--- src/verilog/hcdf_pkg.sv ---
// hcdf_pkg: constants, types and decode functions for the chopping controller
//
// Functional notes
// - drive winding until trip comparator fires
// - fast decay reverses bridge, off near zero
// - slow decay turns both low sides on
// - four decay modes from mode field
// - mixed: fast for set time, then slow
// - auto: trip at blank end gives fast
// - auto fast ends after trip clears, blank
// - off time expiry starts next drive cycle
// - auto: below trip, drive then slow decay
// - blanking 500 ns plus 20 ns steps
// - blanking is minimum drive on time
// - auto fast decay ignores trip during blank
// - four source levels, sink about double
// - peak gate current after each change
// - pull low side low at high-side turn-on
// - digital dead time between partner switches
// - gate drive time never stretches chopping
// - deglitched overcurrent disables bridge, flags fault
// - overcurrent latched until cleared or reset
// - gate drive fault disables bridge, flags
// - gate fault latched until cleared or reset
// - overtemperature stops all, self clears
// - off time steps of 525 ns
// - dead time codes 410/460/670/880 ns
// - undervoltage stops all, self clears
`default_nettype none
package hcdf_pkg;
   // ****************************************
   // clock and timing
   // ****************************************
   localparam int CLK_HZ         = 20_000_000;
   localparam int CLK_PERIOD_NS  = 1_000_000_000 / CLK_HZ;
   localparam int BLANK_MIN_NS   = 500;
   localparam int BLANK_MAX_NS   = 5140;
   localparam int BLANK_STEP_NS  = 20;
   localparam int BLANK_MAX_CODE = (BLANK_MAX_NS - BLANK_MIN_NS) / BLANK_STEP_NS;
   localparam int OFF_STEP_NS    = 525;
   localparam int FAST_STEP_NS   = 525;
   localparam int DEAD_NS [4]    = '{410, 460, 670, 880};
   localparam int PEAK_NS [4]    = '{250, 500, 1000, 2000};
   localparam int DEGL_NS [4]    = '{1000, 2000, 4000, 8000};
   localparam int BLANK_W        = 7;
   localparam int OFF_W          = 12;
   localparam int DEAD_W         = 5;
   localparam int PEAK_W         = 6;
   localparam int DEGL_W         = 8;
   localparam int NBR            = 2;

   // ****************************************
   // types
   // ****************************************
   typedef enum logic [1:0] {HB_OFF, HB_HIGH, HB_LOW} hcdf_hb_cmd_t;
   typedef enum logic [1:0] {DM_SLOW, DM_FAST, DM_MIXED, DM_AUTO} hcdf_decay_t;
   typedef enum logic [1:0] {CH_IDLE, CH_DRIVE, CH_FAST, CH_SLOW} hcdf_chop_t;
   typedef struct packed {
      logic hs;
      logic ls;
      logic peak;
      logic ls_pull;
   } hcdf_gate_t;
   typedef struct packed {
      logic [1:0] in1;
      logic [1:0] in2;
      logic [1:0] trip;
      logic [1:0] zero;
      logic [7:0] vds;
      logic [1:0] gfault;
      logic       otemp;
      logic       uvolt;
   } hcdf_pins_t;

   // ****************************************
   // decode functions (terminal counts)
   // ****************************************
   function automatic int ceil_cyc(input int ns);
      return (ns + CLK_PERIOD_NS - 1) / CLK_PERIOD_NS;
   endfunction

   function automatic logic [BLANK_W-1:0] blank_tc(input logic [7:0] code);
      int c;
      c = (int'(code) > BLANK_MAX_CODE) ? BLANK_MAX_CODE : int'(code);
      return BLANK_W'(ceil_cyc(BLANK_MIN_NS + c * BLANK_STEP_NS) - 1);
   endfunction

   function automatic logic [OFF_W-1:0] step_tc(input logic [7:0] code, input int step_ns);
      return OFF_W'(ceil_cyc((int'(code) + 1) * step_ns) - 1);
   endfunction
endpackage
`default_nettype wire

--- src/verilog/hcdf_half_gate.sv ---
// hcdf_half_gate: one half-bridge gate sequencer with dead time and peak drive
`timescale 1ns/1ps
`default_nettype none
module hcdf_half_gate (
   input  wire logic                              clk_in,
   input  wire logic                              rstn_in,
   input  wire hcdf_pkg::hcdf_hb_cmd_t            cmd_in,
   input  wire logic [hcdf_pkg::DEAD_W-1:0]       dead_tc_in,
   input  wire logic [hcdf_pkg::PEAK_W-1:0]       peak_cyc_in,
   output var  hcdf_pkg::hcdf_gate_t              gate_out
);
   hcdf_pkg::hcdf_gate_t              gate;
   hcdf_pkg::hcdf_gate_t              next_gate;
   logic [hcdf_pkg::DEAD_W-1:0]       dead_cnt;
   logic [hcdf_pkg::DEAD_W-1:0]       next_dead_cnt;
   logic [hcdf_pkg::PEAK_W-1:0]       peak_cnt;
   logic [hcdf_pkg::PEAK_W-1:0]       next_peak_cnt;

   localparam logic [hcdf_pkg::DEAD_W-1:0] DEAD_ONE = 1;
   localparam logic [hcdf_pkg::PEAK_W-1:0] PEAK_ONE = 1;

   // ****************************************
   // gate sequencing
   // ****************************************
   // turn-off is immediate; turn-on waits for partner off and dead time spent
   always_comb begin
      next_gate     = gate;
      next_dead_cnt = (dead_cnt != '0) ? dead_cnt - DEAD_ONE : '0;
      next_peak_cnt = (peak_cnt != '0) ? peak_cnt - PEAK_ONE : '0;
      unique case (cmd_in)
         hcdf_pkg::HB_HIGH: begin
            next_gate.ls = 1'b0;
            next_gate.hs = gate.hs | (~gate.ls & (dead_cnt == '0));
         end
         hcdf_pkg::HB_LOW: begin
            next_gate.hs = 1'b0;
            next_gate.ls = gate.ls | (~gate.hs & (dead_cnt == '0));
         end
         default: begin
            next_gate.hs = 1'b0;
            next_gate.ls = 1'b0;
         end
      endcase
      if ((gate.hs & ~next_gate.hs) | (gate.ls & ~next_gate.ls)) begin
         next_dead_cnt = dead_tc_in;
      end
      // peak window runs beside the chopping timing, never delaying it
      if ((next_gate.hs != gate.hs) | (next_gate.ls != gate.ls)) begin
         next_peak_cnt = peak_cyc_in;
      end
      next_gate.peak    = (next_peak_cnt != '0);
      next_gate.ls_pull = next_gate.hs & next_gate.peak & (~gate.hs | gate.ls_pull);
   end

   // gate state registers
   always_ff @(posedge clk_in or negedge rstn_in) begin
      if (!rstn_in) begin
         gate     <= '0;
         dead_cnt <= '0;
         peak_cnt <= '0;
      end else begin
         gate     <= next_gate;
         dead_cnt <= next_dead_cnt;
         peak_cnt <= next_peak_cnt;
      end
   end

   assign gate_out = gate;
endmodule // hcdf_half_gate
`default_nettype wire

--- src/verilog/hcdf_ctrl.sv ---
// hcdf_ctrl: dual H-bridge fixed-off-time chopper with decay modes and faults
`timescale 1ns/1ps
`default_nettype none
module hcdf_ctrl (
   input  wire logic       CLK_SYS_IN,
   input  wire logic       RSTN_IN,
   input  wire logic [1:0] BRIDGE_IN1_IN,
   input  wire logic [1:0] BRIDGE_IN2_IN,
   input  wire logic       ENABLE_IN,
   input  wire logic [1:0] DECAY_MODE_SEL_IN,
   input  wire logic [7:0] FAST_DECAY_DURATION_IN,
   input  wire logic [7:0] BLANK_INTERVAL_IN,
   input  wire logic [7:0] OFF_TIME_FIELD_IN,
   input  wire logic [1:0] DEAD_TIME_SEL_IN,
   input  wire logic [1:0] GATE_PEAK_CURRENT_SEL_IN,
   input  wire logic [1:0] GATE_PEAK_DURATION_IN,
   input  wire logic [1:0] OVERCURRENT_THRESHOLD_SEL_IN,
   input  wire logic [1:0] OVERCURRENT_DEGLITCH_SEL_IN,
   input  wire logic [1:0] TRIP_IN,
   input  wire logic [1:0] ZERO_CURRENT_IN,
   input  wire logic [7:0] VDS_OVER_IN,
   input  wire logic [1:0] GATE_DRIVE_FAULT_IN,
   input  wire logic       THERMAL_SHUTDOWN_IN,
   input  wire logic       UNDERVOLTAGE_IN,
   input  wire logic [1:0] OVERCURRENT_CLEAR_IN,
   input  wire logic [1:0] GATE_FAULT_CLEAR_IN,
   output var  logic [3:0] GATE_HS_OUT,
   output var  logic [3:0] GATE_LS_OUT,
   output var  logic [3:0] GATE_PEAK_OUT,
   output var  logic [3:0] LS_PULL_LOW_OUT,
   output var  logic [1:0] GATE_SOURCE_CURRENT_SEL_OUT,
   output var  logic [1:0] GATE_SINK_CURRENT_SEL_OUT,
   output var  logic [1:0] OVERCURRENT_THRESHOLD_SEL_OUT,
   output var  logic [1:0] BRIDGE_OVERCURRENT_FLAG_OUT,
   output var  logic [1:0] BRIDGE_GATE_FAULT_FLAG_OUT,
   output var  logic       OVERTEMP_FLAG_OUT,
   output var  logic       UNDERVOLTAGE_FLAG_OUT,
   output var  logic       FAULT_N_OUT
);
   localparam int NBR = hcdf_pkg::NBR;

   // ****************************************
   // pin synchroniser
   // ****************************************
   hcdf_pkg::hcdf_pins_t pins_raw;
   hcdf_pkg::hcdf_pins_t pins_meta;
   hcdf_pkg::hcdf_pins_t pins;

   assign pins_raw = '{in1: BRIDGE_IN1_IN, in2: BRIDGE_IN2_IN, trip: TRIP_IN,
                       zero: ZERO_CURRENT_IN, vds: VDS_OVER_IN,
                       gfault: GATE_DRIVE_FAULT_IN, otemp: THERMAL_SHUTDOWN_IN,
                       uvolt: UNDERVOLTAGE_IN};

   // two flops; only the second stage feeds logic
   always_ff @(posedge CLK_SYS_IN or negedge RSTN_IN) begin
      if (!RSTN_IN) begin
         pins_meta <= '0;
         pins      <= '0;
      end else begin
         pins_meta <= pins_raw;
         pins      <= pins_meta;
      end
   end

   // ****************************************
   // configuration decode
   // ****************************************
   logic [hcdf_pkg::DEAD_W-1:0] dead_tc;
   logic [hcdf_pkg::DEAD_W-1:0] next_dead_tc;
   logic [hcdf_pkg::PEAK_W-1:0] peak_cyc;
   logic [hcdf_pkg::PEAK_W-1:0] next_peak_cyc;
   logic [hcdf_pkg::DEGL_W-1:0] degl_tc;
   logic [hcdf_pkg::DEGL_W-1:0] next_degl_tc;
   logic [1:0]                  src_sel;
   logic [1:0]                  sink_sel;
   logic [1:0]                  octh_sel;
   hcdf_pkg::hcdf_decay_t       mode;

   assign mode = hcdf_pkg::hcdf_decay_t'(DECAY_MODE_SEL_IN);

   // dead, peak and deglitch fields turned into cycle counts once, then registered
   always_comb begin
      next_dead_tc  = hcdf_pkg::DEAD_W'(hcdf_pkg::ceil_cyc(
                         hcdf_pkg::DEAD_NS[DEAD_TIME_SEL_IN]) - 1);
      next_peak_cyc = hcdf_pkg::PEAK_W'(hcdf_pkg::ceil_cyc(
                         hcdf_pkg::PEAK_NS[GATE_PEAK_DURATION_IN]));
      next_degl_tc  = hcdf_pkg::DEGL_W'(hcdf_pkg::ceil_cyc(
                         hcdf_pkg::DEGL_NS[OVERCURRENT_DEGLITCH_SEL_IN]) - 1);
   end

   // sink code equals source code: the sink stage runs at twice the level
   always_ff @(posedge CLK_SYS_IN or negedge RSTN_IN) begin
      if (!RSTN_IN) begin
         dead_tc  <= '0;
         peak_cyc <= '0;
         degl_tc  <= '0;
         src_sel  <= '0;
         sink_sel <= '0;
         octh_sel <= '0;
      end else begin
         dead_tc  <= next_dead_tc;
         peak_cyc <= next_peak_cyc;
         degl_tc  <= next_degl_tc;
         src_sel  <= GATE_PEAK_CURRENT_SEL_IN;
         sink_sel <= GATE_PEAK_CURRENT_SEL_IN;
         octh_sel <= OVERCURRENT_THRESHOLD_SEL_IN;
      end
   end

   // ****************************************
   // global faults
   // ****************************************
   logic [NBR-1:0] ocp_v;
   logic [NBR-1:0] pdf_v;
   logic           overtemp_flag;
   logic           undervoltage_flag;
   logic           fault_n;
   logic           next_fault_n;

   // fault line follows the flags one cycle late, so it lifts with the brake gates and a cycle before the drive gates turn back on
   always_comb begin
      next_fault_n = ~(|ocp_v | |pdf_v | overtemp_flag | undervoltage_flag);
   end

   // thermal and supply flags track the sensed level and clear by themselves
   always_ff @(posedge CLK_SYS_IN or negedge RSTN_IN) begin
      if (!RSTN_IN) begin
         overtemp_flag     <= 1'b0;
         undervoltage_flag    <= 1'b0;
         fault_n <= 1'b1;
      end else begin
         overtemp_flag     <= pins.otemp;
         undervoltage_flag    <= pins.uvolt;
         fault_n <= next_fault_n;
      end
   end

   // ****************************************
   // per-bridge chopper and latched faults
   // ****************************************
   for (genvar b = 0; b < NBR; b++) begin : g_br
      hcdf_pkg::hcdf_chop_t          st;
      hcdf_pkg::hcdf_chop_t          next_st;
      logic [hcdf_pkg::BLANK_W-1:0]  blank_cnt;
      logic [hcdf_pkg::BLANK_W-1:0]  next_blank_cnt;
      logic [hcdf_pkg::OFF_W-1:0]    off_cnt;
      logic [hcdf_pkg::OFF_W-1:0]    next_off_cnt;
      logic [hcdf_pkg::OFF_W-1:0]    fast_cnt;
      logic [hcdf_pkg::OFF_W-1:0]    next_fast_cnt;
      logic                          sampled;
      logic                          next_sampled;
      logic                          zoff;
      logic                          next_zoff;
      logic                          dir;
      logic                          next_dir;
      logic                          overcurrent_event;
      logic                          next_ocp;
      logic                          gate_drive_fault;
      logic                          next_pdf;
      logic [hcdf_pkg::DEGL_W-1:0]   degl_cnt;
      logic [hcdf_pkg::DEGL_W-1:0]   next_degl_cnt;
      logic                          bridge_ok;
      logic                          run;
      logic                          trip;
      logic                          over;
      hcdf_pkg::hcdf_hb_cmd_t        cmd [2];
      hcdf_pkg::hcdf_gate_t          gate [2];

      assign bridge_ok = ENABLE_IN & ~overcurrent_event & ~gate_drive_fault & ~overtemp_flag & ~undervoltage_flag;
      assign run       = bridge_ok & (pins.in1[b] ^ pins.in2[b]);
      assign trip      = pins.trip[b];

      // chopping sequence: drive, then decay for the fixed off time
      always_comb begin
         next_st        = st;
         next_blank_cnt = (blank_cnt != '0) ? blank_cnt - 1'b1 : '0;
         next_off_cnt   = (off_cnt != '0) ? off_cnt - 1'b1 : '0;
         next_fast_cnt  = (fast_cnt != '0) ? fast_cnt - 1'b1 : '0;
         next_sampled   = sampled;
         next_zoff      = zoff;
         next_dir       = dir;
         unique case (st)
            hcdf_pkg::CH_IDLE: begin
               if (run) begin
                  next_st        = hcdf_pkg::CH_DRIVE;
                  next_blank_cnt = hcdf_pkg::blank_tc(BLANK_INTERVAL_IN);
                  next_sampled   = 1'b0;
                  next_dir       = pins.in1[b];
               end
            end
            hcdf_pkg::CH_DRIVE: begin
               // comparator ignored until the blanking count is spent
               if (blank_cnt == '0) begin
                  next_sampled = 1'b1;
                  if (trip) begin
                     next_off_cnt = hcdf_pkg::step_tc(OFF_TIME_FIELD_IN,
                                                      hcdf_pkg::OFF_STEP_NS);
                     next_zoff    = 1'b0;
                     if ((mode == hcdf_pkg::DM_AUTO) && !sampled) begin
                        next_st        = hcdf_pkg::CH_FAST;
                        next_blank_cnt = hcdf_pkg::blank_tc(BLANK_INTERVAL_IN);
                     end else if ((mode == hcdf_pkg::DM_SLOW) ||
                                  (mode == hcdf_pkg::DM_AUTO)) begin
                        next_st = hcdf_pkg::CH_SLOW;
                     end else begin
                        next_st       = hcdf_pkg::CH_FAST;
                        next_fast_cnt = hcdf_pkg::step_tc(FAST_DECAY_DURATION_IN,
                                                          hcdf_pkg::FAST_STEP_NS);
                     end
                  end
               end
            end
            hcdf_pkg::CH_FAST: begin
               if (pins.zero[b]) begin
                  next_zoff = 1'b1;
               end
               if (off_cnt == '0) begin
                  next_st        = hcdf_pkg::CH_DRIVE;
                  next_blank_cnt = hcdf_pkg::blank_tc(BLANK_INTERVAL_IN);
                  next_sampled   = 1'b0;
               end else if ((mode == hcdf_pkg::DM_MIXED) && (fast_cnt == '0)) begin
                  next_st = hcdf_pkg::CH_SLOW;
               end else if ((mode == hcdf_pkg::DM_AUTO) && (blank_cnt == '0) && !trip) begin
                  next_st = hcdf_pkg::CH_SLOW;
               end
            end
            hcdf_pkg::CH_SLOW: begin
               if (off_cnt == '0) begin
                  next_st        = hcdf_pkg::CH_DRIVE;
                  next_blank_cnt = hcdf_pkg::blank_tc(BLANK_INTERVAL_IN);
                  next_sampled   = 1'b0;
               end
            end
         endcase
         // stop, fault or direction change drops back to idle
         if ((st != hcdf_pkg::CH_IDLE) && (!run || (pins.in1[b] != dir))) begin
            next_st = hcdf_pkg::CH_IDLE;
         end
      end

      // half-bridge commands; out1 is half 0, out2 is half 1
      always_comb begin
         cmd[0] = hcdf_pkg::HB_OFF;
         cmd[1] = hcdf_pkg::HB_OFF;
         unique case (st)
            hcdf_pkg::CH_DRIVE: begin
               cmd[0] = dir ? hcdf_pkg::HB_HIGH : hcdf_pkg::HB_LOW;
               cmd[1] = dir ? hcdf_pkg::HB_LOW : hcdf_pkg::HB_HIGH;
            end
            hcdf_pkg::CH_FAST: begin
               if (!zoff) begin
                  cmd[0] = dir ? hcdf_pkg::HB_LOW : hcdf_pkg::HB_HIGH;
                  cmd[1] = dir ? hcdf_pkg::HB_HIGH : hcdf_pkg::HB_LOW;
               end
            end
            hcdf_pkg::CH_SLOW: begin
               cmd[0] = hcdf_pkg::HB_LOW;
               cmd[1] = hcdf_pkg::HB_LOW;
            end
            hcdf_pkg::CH_IDLE: begin
               if (pins.in1[b] & pins.in2[b]) begin
                  cmd[0] = hcdf_pkg::HB_LOW; // brake
                  cmd[1] = hcdf_pkg::HB_LOW;
               end
            end
         endcase
         if (!bridge_ok) begin
            cmd[0] = hcdf_pkg::HB_OFF;
            cmd[1] = hcdf_pkg::HB_OFF;
         end
      end

      // deglitched drop monitor on driven transistors; set beats clear
      always_comb begin
         over = |(pins.vds[b*4 +: 4] &
                  {gate[1].ls, gate[1].hs, gate[0].ls, gate[0].hs});
         next_degl_cnt = '0;
         if (over && (degl_cnt != degl_tc)) begin
            next_degl_cnt = degl_cnt + 1'b1;
         end else if (over) begin
            next_degl_cnt = degl_cnt;
         end
         next_ocp = (overcurrent_event & ~OVERCURRENT_CLEAR_IN[b]) | (over & (degl_cnt == degl_tc));
         next_pdf = (gate_drive_fault & ~GATE_FAULT_CLEAR_IN[b]) | pins.gfault[b];
      end

      // chopper and fault registers
      always_ff @(posedge CLK_SYS_IN or negedge RSTN_IN) begin
         if (!RSTN_IN) begin
            st        <= hcdf_pkg::CH_IDLE;
            blank_cnt <= '0;
            off_cnt   <= '0;
            fast_cnt  <= '0;
            sampled   <= 1'b0;
            zoff      <= 1'b0;
            dir       <= 1'b0;
            overcurrent_event       <= 1'b0;
            gate_drive_fault       <= 1'b0;
            degl_cnt  <= '0;
         end else begin
            st        <= next_st;
            blank_cnt <= next_blank_cnt;
            off_cnt   <= next_off_cnt;
            fast_cnt  <= next_fast_cnt;
            sampled   <= next_sampled;
            zoff      <= next_zoff;
            dir       <= next_dir;
            overcurrent_event       <= next_ocp;
            gate_drive_fault       <= next_pdf;
            degl_cnt  <= next_degl_cnt;
         end
      end

      // gate sequencers for both halves
      for (genvar h = 0; h < 2; h++) begin : g_half
         hcdf_half_gate u_half (
            .clk_in      (CLK_SYS_IN),
            .rstn_in     (RSTN_IN),
            .cmd_in      (cmd[h]),
            .dead_tc_in  (dead_tc),
            .peak_cyc_in (peak_cyc),
            .gate_out    (gate[h])
         );
         assign GATE_HS_OUT[b*2+h]     = gate[h].hs;
         assign GATE_LS_OUT[b*2+h]     = gate[h].ls;
         assign GATE_PEAK_OUT[b*2+h]   = gate[h].peak;
         assign LS_PULL_LOW_OUT[b*2+h] = gate[h].ls_pull;
      end

      assign ocp_v[b] = overcurrent_event;
      assign pdf_v[b] = gate_drive_fault;
   end

   // ****************************************
   // status outputs
   // ****************************************
   assign GATE_SOURCE_CURRENT_SEL_OUT   = src_sel;
   assign GATE_SINK_CURRENT_SEL_OUT     = sink_sel;
   assign OVERCURRENT_THRESHOLD_SEL_OUT = octh_sel;
   assign BRIDGE_OVERCURRENT_FLAG_OUT   = ocp_v;
   assign BRIDGE_GATE_FAULT_FLAG_OUT    = pdf_v;
   assign OVERTEMP_FLAG_OUT             = overtemp_flag;
   assign UNDERVOLTAGE_FLAG_OUT         = undervoltage_flag;
   assign FAULT_N_OUT                   = fault_n;
endmodule // hcdf_ctrl
`default_nettype wire

--- config.mk ---
export PLATFORM = sky130hd
export DESIGN_NAME = hcdf_ctrl
export DESIGN_NICKNAME = d
export VERILOG_FILES = /design/src/verilog/hcdf_pkg.sv /design/src/verilog/hcdf_half_gate.sv /design/src/verilog/hcdf_ctrl.sv
export SDC_FILE = /design/constraint.sdc
export NUM_CORES = 1
export LEC_CHECK = 0
export ABC_CLOCK_PERIOD_IN_PS = 5100
export BUFFER_PORTS_ARGS = -buffer_cell sky130_fd_sc_hd__buf_2
export CORE_UTILIZATION = 28
export DETAILED_ROUTE_END_ITERATION = 10
export PLACE_DENSITY = 0.4
export SYNTH_ARGS = -nofsm -noshare
export SYNTH_HDL_FRONTEND = slang
export SYNTH_SLANG_ARGS = --single-unit
--- constraint.sdc ---
create_clock -name CLK_SYS_IN -period 5.1 [get_ports CLK_SYS_IN]
set_clock_uncertainty 0.15 [all_clocks]
set_input_delay 0.765 -clock CLK_SYS_IN [delete_from_list [all_inputs] [get_ports CLK_SYS_IN]]
set_output_delay 0.765 -clock CLK_SYS_IN [all_outputs]
set_load 0.005 [all_outputs]
# Word-level counts from Yosys, hierarchy flattened
# Cells that the tools add are included.
# Widths: inputs -> output; s select.
# totals
output_inout_bits	29
elab_cells	459
reg_bits	218
in_bits	63
# classes
order_cmp	4
div_mod_pow	6
bitwise_logic	103
eq_ne	52
reduce_logical	70
add_sub_neg	36
mux	117
multipliers	3
# op_table
cell	n
$mux 12	20
$bmux 32 s2	3
$div 32x7->32 const B	6
$mux 32	6
$add 32x7->32 const B	3
$sub 32x2->32 const B	3
$mux 7	12
$logic_not 12->1	4
$mux 6	8
$reduce_bool 12->1	4
$reduce_bool 6->1	8
$sub 12x1->12 const B	4
$and 1x1->1	42
$mux 2	21
$pmux 7 s3	2
$sub 20x1->21 const B	2
$add 19x6->20 const B	2
$mux 5	8
$mux 8	5
$mul 9x10->19 const B	2
$pmux 4 s4	2
$not 1->1	27
$or 1x1->1	27
$mux 4	6
47 further kinds	164

# Logic depth before layout (Yosys ltp)
# Gate-level depths: netlist of run 1.
# logic_depth
word_depth	14
depth_mapped	62
ltp_nobuf	55

# Hierarchy
# A second synthesis of run 1 with hierarchy kept.
# hier_totals
hier_cells	2719
area_unflattened_um2	22833.1
# modules_own_cells
module	cells_per_inst	instances	area_per_inst_um2	seq_area_each_um2
hcdf_ctrl	2326	1	19158.4	3930.0
hcdf_half_gate at g_br[0].g_half[0].u_half ...	99	2	930.9	375.4
hcdf_half_gate at g_br[1].g_half[0].u_half	100	1	924.6	375.4
hcdf_half_gate at g_br[1].g_half[1].u_half	95	1	888.4	375.4

# Worst setup path after synthesis of run 1
# OpenSTA, ideal clock, no wires.
# synth_timing
kind	input to register
startpoint	input FAST_DECAY_DURATION_IN[0]
endpoint	register g_br[1].fast_cnt[8] (netlist bit)
stages	60
path_slack_ps	-8637
path_buffers	5
setup_time_ps	101
arrival_ps	13486
required_time_ps	4849
path_cell_list	ha_1 > and2_1 > nand2_1 > xnor2_1 > ha_1 > and2_1 > nor2_1 > xnor2_1 > ha_1 > inv_1 > fa_1 > inv_1 > ha_1 > ha_1 > nand3b_1 > or4b_4 > o211ai_4 > a31o_4 > (+24 left out) > mux2i_2 > o21a_1 > buf_6 > mux2i_2 > a2bb2oi_1 > or2_1 > buf_6 > xor2_1 > a22oi_2 > buf_2 > or3_1 > inv_1 > ha_1 > nand2_1 > nor3_1 > xnor2_1 > nand2b_1 > o32ai_1
# synth_via
elab_chain_cells	11
# synth_lines
element	line_no	rtl
start: declaration	hcdf_ctrl.sv:11	input wire logic [7:0] FAST_DECAY_DURATION_IN,
$add 8x1->9	hcdf_pkg.sv:89	return OFF_W'(ceil_cyc((int'(code) + 1) * step_ns) - 1);
$mul 9x10->19	hcdf_pkg.sv:89	
$add 19x6->20	hcdf_pkg.sv:79	return (ns + CLK_PERIOD_NS - 1) / CLK_PERIOD_NS;
$sub 20x1->21	hcdf_pkg.sv:79	
$div 32x7->32	hcdf_pkg.sv:79	
$sub 12x2->12	hcdf_pkg.sv:89	
$mux 12	hcdf_ctrl.sv:202	end else if ((mode == hcdf_pkg::DM_SLOW) ||
$mux 12	hcdf_ctrl.sv:199	if ((mode == hcdf_pkg::DM_AUTO) && !sampled) begin
$mux 12	hcdf_ctrl.sv:195	if (trip) begin
$mux 12	hcdf_ctrl.sv:193	if (blank_cnt == '0) begin
$mux 12	hcdf_ctrl.sv:182	unique case (st)
via g_br[1].next_fast_cnt, one bit	hcdf_ctrl.sv:149	logic [hcdf_pkg::OFF_W-1:0] next_fast_cnt;
end signal: assignment	hcdf_ctrl.sv:304	fast_cnt <= next_fast_cnt;
end: declaration	hcdf_ctrl.sv:148	logic [hcdf_pkg::OFF_W-1:0] fast_cnt;
# The timed path passes the listed nets, and every way through them passes these cells.
# A chain may end at the register's enable or synchronous reset.

# Final worst setup path of run 1
# layout_timing
startpoint	input FAST_DECAY_DURATION_IN[1]
endpoint	register g_br[1].fast_cnt[8] (netlist bit)
# The elaborated chain is that of the path after synthesis.

==> results of run 1 <==
sequential cells by signal, indices dropped and copies added (netlist names), 4 cells and up:
signal	cells
degl_tc	8
g_br.degl_cnt	16
peak_cyc	6
pins_meta	20
pins	18
g_br.off_cnt	24
g_br.st	4
g_br.blank_cnt	14
g_br.g_half.u_half.gate_out	16
dead_tc	4
g_br.g_half.u_half.dead_cnt	20
g_br.g_half.u_half.peak_cnt	24
g_br.fast_cnt	24
per-stage QoR:
stage | utilization (%) | hold slack (ns) | cell area (um2)
5_1_grt | 45.3 | 0.156 | 35900
3_3_place_gp | 39.0 | 0.181 | 30900
2_1_floorplan | - | 0.181 | 24000
3_5_place_dp | 39.0 | 0.185 | 30900
4_1_cts | 43.7 | 0.147 | 34600
6_report | 45.3 | 0.156 | 35900
how the worst max path moves through the flow:
stage                              start  slack, ns                   end  cells past startpoint
6_report       FAST_DECAY_DURATION_IN[1]      -7.71   g_br[1].fast_cnt[8]                     65
5_1_grt        FAST_DECAY_DURATION_IN[1]      -8.10   g_br[0].fast_cnt[8]                     64
4_1_cts        FAST_DECAY_DURATION_IN[0]      -7.49   g_br[0].fast_cnt[8]                     61
3_5_place_dp   FAST_DECAY_DURATION_IN[0]      -8.67   g_br[1].fast_cnt[8]                     57
3_3_place_gp   FAST_DECAY_DURATION_IN[0]      -8.68   g_br[0].fast_cnt[8]                     59
2_1_floorplan  FAST_DECAY_DURATION_IN[1]      -7.92  g_br[1].fast_cnt[10]                     61
placed cells by master (no fill, tap or decap), types with 19 or more instances in the layout:
cell type,n
buf_4,864
o211ai_1,37
nor2b_1,20
nand3_1,62
nor2_1,180
o21ai_2,22
o21ai_1,31
and3_1,20
a31oi_1,26
a21oi_1,100
ha_1,145
or3_1,32
dfrtp_1,216
and2_1,25
xnor2_4,19
xnor2_2,27
nand2_1,240
inv_1,162
a21o_1,19
a21oi_2,28
nor3_1,70
or2_2,24
clkbuf_16,24
o21ai_0,94
buf_6,60
nand2b_1,20
o21a_1,24
nor4_1,23
o31ai_1,27
nor2_2,19
o21ai_4,19
buf_2,78
xor2_1,70
ha_4,43
xnor2_1,107
kinds of logic after synthesis:
family / synth area share (%)
adders and majority gates: 12.9
buffers and inverters: 4.50
and+or+nand+nor: 19.9
AOI/OAI and AO/OA: 26.7
muxes: 2.21
other: 0.0167
xor gates and xnor gates: 9.67
DFF: 24.1
per-layer routing:
layer,track usage [%],wire (um),vias up
li1,-,-,11800
met1,23.3,34300,11500
met2,32.1,37200,239
met3,1.15,1140,85
met4,3.56,1260,0
met5,0,0,-
final cells by class:
cell class,count,share of cell area (%)
inverter,181,1.92
tap,1050,3.66
clock inverter,11,0.428
multi-input combinational,2209,55.2
timing repair buffer,1018,21.8
antenna,1,0.00697
sequential,217,15.1
clock buffer,31,1.86
timing repair:
| item | CTS | global route |
|---|---|---|
| pin swaps | 242 | 168 |
| gates resized for setup | 349 | 154 |
| setup endpoints to repair | 62 | 62 |
| buffers inserted | 154 | 67 |
| gates cloned | 1 | 0 |
==> flow_summary_export.csv, run 1 <==
group,metric,value,unit
global_route,track_usage,17.8,%
worst_setup_path,max_stage_delay,0.57,ns
clocking,clk_path_buf_depth,3,
worst_hold_path,worstHoldPathType,"in2async",
global_route,grt_pass1_vias,24500,
floorplanning,rows,103,
clocking,ctsHoldBuffers,0,
clocking,insertion_delay,0.55,ns
worst_setup_path,cp_max_fo,6,
timing,hold_viol_final,0,
flow_run,cap_violations,0,
global_route,grt_max_degree,119,
finish,regArea,5430,um2
clocking,cts-root-buf,"clkbuf_16",
floorplanning,initial_utilization,28.4,%
placed_design,io_buffers,91,
worst_setup_path,worstSetupPathType,"in2reg",
routing,first_pass_iters,7,
routing,drc,0,
yosys,synth_edf_count,0,
clocking,cts_buffers,24,
timing,setup_ws,-7.71,ns
finish,multiInputGateArea,19800,um2
floorplanning,fp.dieArea,81500,um2
worst_setup_path,timing.reg2reg.setup_slack,0.80,ns
yosys,synth.area.top_cells,"dfrtp_1 (24%), ha_1 (11%), xnor2_1 (5.9%)",
floorplanning,die_x,285,um
worst_setup_path,cp.buffers_inverters,13,
yosys,synth_common_cells,"nand2_1 (266), dfrtp_1 (216), nor2_1 (211)",
timing,slew_headroom,21.7,%
yosys,synth.distinct_cells,138,
timing,fin_crit,12.81,ns
clocking,clock_sinks,217,
timing,fmax,78.1,MHz
worst_setup_path,r2r-end,"g_br[0].g_half[1].u_half.gate_out[0]",
placed_design,dpl_worst_slack,-8.67,ns
yosys,synth_seq_cells,217,
timing,rsz0062_at_grt,"yes",
finish,nFillCells,7624,
timing,drv_slew,0,
timing,timing.setup.tns,-404.63,ns
yosys,async_reset_ff_share,100,%
worst_setup_path,reg2regPathDepth,18,
placed_design,routabilityCongestion,0.842,
worst_setup_path,end_kind,"flop",
yosys,syn_inst,2675,
timing,setup_viol_count_final,62,
worst_setup_path,worst_ep_arrival_time,13.09,ns
routing,via_per_inst,5.01,
routing,routedWlPerCell,15.7,um
worst_setup_path,cp_slowest_cell,"or4b_4",
global_route,grt_pass1_wl,123000,um
global_route,antenna_found_initial,1,
placed_design,dp_hpwl,57500,um
status,status,"complete, but fails checks",
floorplanning,core-area,79300,um2
yosys,synth_area,22500,um2
finish,nets,3925,
finish,area_growth,59.7,%
clocking,clkTransAtPathRegs,0.06,ns
routing,drtIter0Drc,989,
routing,via_count,23600,
worst_setup_path,required,5.38,ns
yosys,yosysTopAreaCellShare,24.0,%
yosys,synthFlopType,"dfrtp_1",
timing,period_share,251,%
finish,fin_cells,4718,
yosys,synth.yosys.seq_area_share,24.1,%
floorplanning,die_height,285,um
placed_design,dp_cells,4475,
clocking,tritoncts,"done",
worst_setup_path,start_kind,"input port",
finish,drive_above_1_share,45.5,%
worst_setup_path,r2r_start,"g_br[0].st[1]",
yosys,synth_warnings,0,
floorplanning,ios,92,
global_route,grt-ovfl-total,0,
status,violations,"setup timing",
worst_setup_path,cp_top_family,"compound AO/OA/AOI/OAI gates",
clocking,htreeDepth,1,
routing,routed_wl,73900,um
yosys,yosysMostFrequentCell,"nand2_1",
routing,ant_nets,0,
yosys,syn_area_per_cell,8.41,um2
timing,worstMarginPinSlew,1.17,ns
yosys,yosys.area.top_type,"dfrtp_1",
Power of run 1 is not shown: default switching activity piles up to over one toggle a cycle in this logic, so the estimate is an artifact.
==> run 2: changes to the inputs <==
--- a/config.mk
+++ b/config.mk
@@ -5,11 +5,11 @@
 export SDC_FILE = /design/constraint.sdc
 export NUM_CORES = 1
 export LEC_CHECK = 0
-export ABC_CLOCK_PERIOD_IN_PS = 5100
 export BUFFER_PORTS_ARGS = -buffer_cell sky130_fd_sc_hd__buf_2
-export CORE_UTILIZATION = 28
+export CORE_UTILIZATION = 35
 export DETAILED_ROUTE_END_ITERATION = 10
-export PLACE_DENSITY = 0.4
+export PLACE_DENSITY = 0.48
 export SYNTH_ARGS = -nofsm -noshare
 export SYNTH_HDL_FRONTEND = slang
+export SYNTH_HIERARCHICAL = 1
 export SYNTH_SLANG_ARGS = --single-unit
==> run 2 against run 1 <==
Against the previous run:
- the run still ends with setup timing left
- worst setup slack better by 0.92 ns
- sequential share of layout area up 0.11 points
- wire length down 4.3%
- flip-flop and latch count unchanged
- core utilization up 10 points
- synthesized cell count up 1.6%
- worst hold slack worse by 0.11 ns
==> flow_summary_export.csv, run 2 <==
group,metric,value,unit
routing,first_pass_iters,5,
yosys,async_reset_ff_share,100,%
yosys,synth_edf_count,0,
finish,mostFrequentLayoutCells,"buf_4 (785), dfrtp_1 (216), nand2_1 (212), nor2_1 (185), inv_1 (157)",
finish,final_common_cell,"buf_4",
finish,post-route-util,55.3,%
routing,drc,0,
worst_setup_path,end_kind,"flop",
worst_setup_path,required,5.41,ns
floorplanning,core-area,64500,um2
finish,area_growth,56.2,%
global_route,grt_pass1_wl,118000,um
floorplanning,die_x,257,um
yosys,syn_area_per_cell,8.40,um2
yosys,yosysTopAreaCellShare,23.7,%
clocking,insertion_delay,0.54,ns
yosys,syn_inst,2719,
timing,setup_ws,-6.79,ns
timing,drv_slew,0,
placed_design,io_buffers,91,
worst_hold_path,worstHoldPathType,"in2async",
worst_setup_path,max_stage_delay,0.61,ns
routing,routedWlPerCell,15.7,um
yosys,synth.yosys.seq_area_share,23.8,%
routing,via_per_inst,5.32,
clocking,cts_buffers,25,
placed_design,routabilityCongestion,0.881,
worst_setup_path,worst_ep_arrival_time,12.20,ns
global_route,grt_max_degree,138,
worst_setup_path,cp_max_fo,7,
worst_setup_path,start_kind,"input port",
clocking,clock_sinks,217,
routing,routed_wl,70700,um
worst_setup_path,cp_slowest_cell,"or4_4",
worst_setup_path,worstSetupPathType,"in2reg",
yosys,synth_warnings,6,
clocking,clkTransAtPathRegs,0.07,ns
yosys,synth_common_cells,"nand2_1 (234), dfrtp_1 (216), nor2_1 (207)",
floorplanning,ios,92,
clocking,cts-root-buf,"clkbuf_16",
finish,antenna_cells,0,
global_route,antenna_found_initial,0,
clocking,htreeDepth,1,
floorplanning,rows,93,
finish,drive_above_1_share,44.2,%
timing,timing.setup.tns,-362.10,ns
global_route,grt_pass1_vias,24400,
yosys,yosys.area.top_type,"dfrtp_1",
routing,drtIter0Drc,1098,
yosys,synth.distinct_cells,137,
clocking,tritoncts,"done",
timing,rsz0062_at_grt,"yes",
clocking,clk_path_buf_depth,3,
floorplanning,die_height,257,um
yosys,yosysMostFrequentCell,"nand2_1",
global_route,track_usage,20.8,%
placed_design,dp_hpwl,54200,um
timing,hold_viol_final,0,
timing,timing.hold.ws,0.0445,ns
finish,top_regs,"g_br.fast_cnt (24), g_br.g_half.u_half/peak_cnt (24), g_br.off_cnt (24)",
routing,ant_nets,0,
floorplanning,fp.dieArea,66300,um2
worst_setup_path,worst_path_most_repeated_cell,"ha_4",
global_route,grt-ovfl-total,0,
status,violations,"setup timing",
timing,slew_headroom,30.0,%
timing,fin_crit,11.89,ns
timing,period_share,233,%
timing,worstMarginPinSlew,1.05,ns
yosys,synthFlopType,"dfrtp_1",
timing,fmax,84.1,MHz
routing,via_count,23900,
floorplanning,initial_utilization,35.4,%
flow_run,cap_violations,0,
finish,nets,3895,
yosys,synth_seq_cells,217,
placed_design,dpl_worst_slack,-7.74,ns
status,status,"complete, but fails checks",
yosys,synth.area.top_cells,"dfrtp_1 (24%), ha_1 (11%), xnor2_1 (5.1%)",
yosys,synth_area,22800,um2
clocking,ctsHoldBuffers,0,
timing,setup_viol_count_final,62,
run 2: critical path, delay by kind of cell:
kind	cells	cell delay (ns)
fa+ha+maj	8	2.00
simple gates	14	3.56
buf+inv	13	1.49
compound gates	20	4.34
run 2: metal layers:
layer,GRT usage [%],vias up,wire (um)
met3,1.15,74,1370
met5,0,-,0
li1,-,11900,-
met4,3.62,0,936
met2,38.1,279,36100
met1,27.0,11600,32400
run 2: timing repair:
| item | CTS | global route |
|---|---|---|
| pin swaps | 243 | 160 |
| buffers inserted | 97 | 74 |
| setup endpoints to repair | 62 | 62 |
| resized for setup | 361 | 179 |
run 2: metrics by stage:
stage | instances | instance area (um2)
after floorplan | 2724 | 24400
after global placement | 4297 | 30800
after detailed placement | 4297 | 30800
after CTS | 4431 | 34300
after global routing | 4493 | 35700
final | 4493 | 35700
run 2: layout make-up:
cell class	count	area (um2)
inverter	173	652
clock buffer	34	719
sequential	217	5430
tap	855	1070
fill	5785	28800
timing repair buffer	944	7310
clock inverter	12	135
multi-input combinational	2258	20400
run 2: cell families after synthesis:
logic type	count (synthesis)	share of synthesized area, %
simple gates	949	21.4
compound gates	821	27.0
buf+inv	249	4.45
fa+ha+maj	223	12.7
flops	217	23.8
xor+xnor	214	8.43
mux	45	2.12
other cells	1	0.0164
run 2: worst paths after layout:
| check | startpoint | end | slack (ns) | cells after the start |
|---|---|---|---|---|
| setup / recovery | FAST_DECAY_DURATION_IN[1] | g_br[1].fast_cnt[10] | -6.79 | 55 |
| hold reg to reg | pins_meta[12] | pins[12] | 0.20 | 0 |
| hold / removal | RSTN_IN | g_br[0].fast_cnt[0] | 0.04 | 1 |
| setup reg to reg | g_br[0].st[0] | g_br[0].g_half[0].u_half/gate_out[0] | 1.33 | 13 |
| min in group CLK_SYS_IN | UNDERVOLTAGE_IN | pins_meta[0] | 0.17 | 1 |
| max in group asynchronous | RSTN_IN | degl_tc[2] | 3.51 | 2 |
Power of run 2 is left out for the same reason.
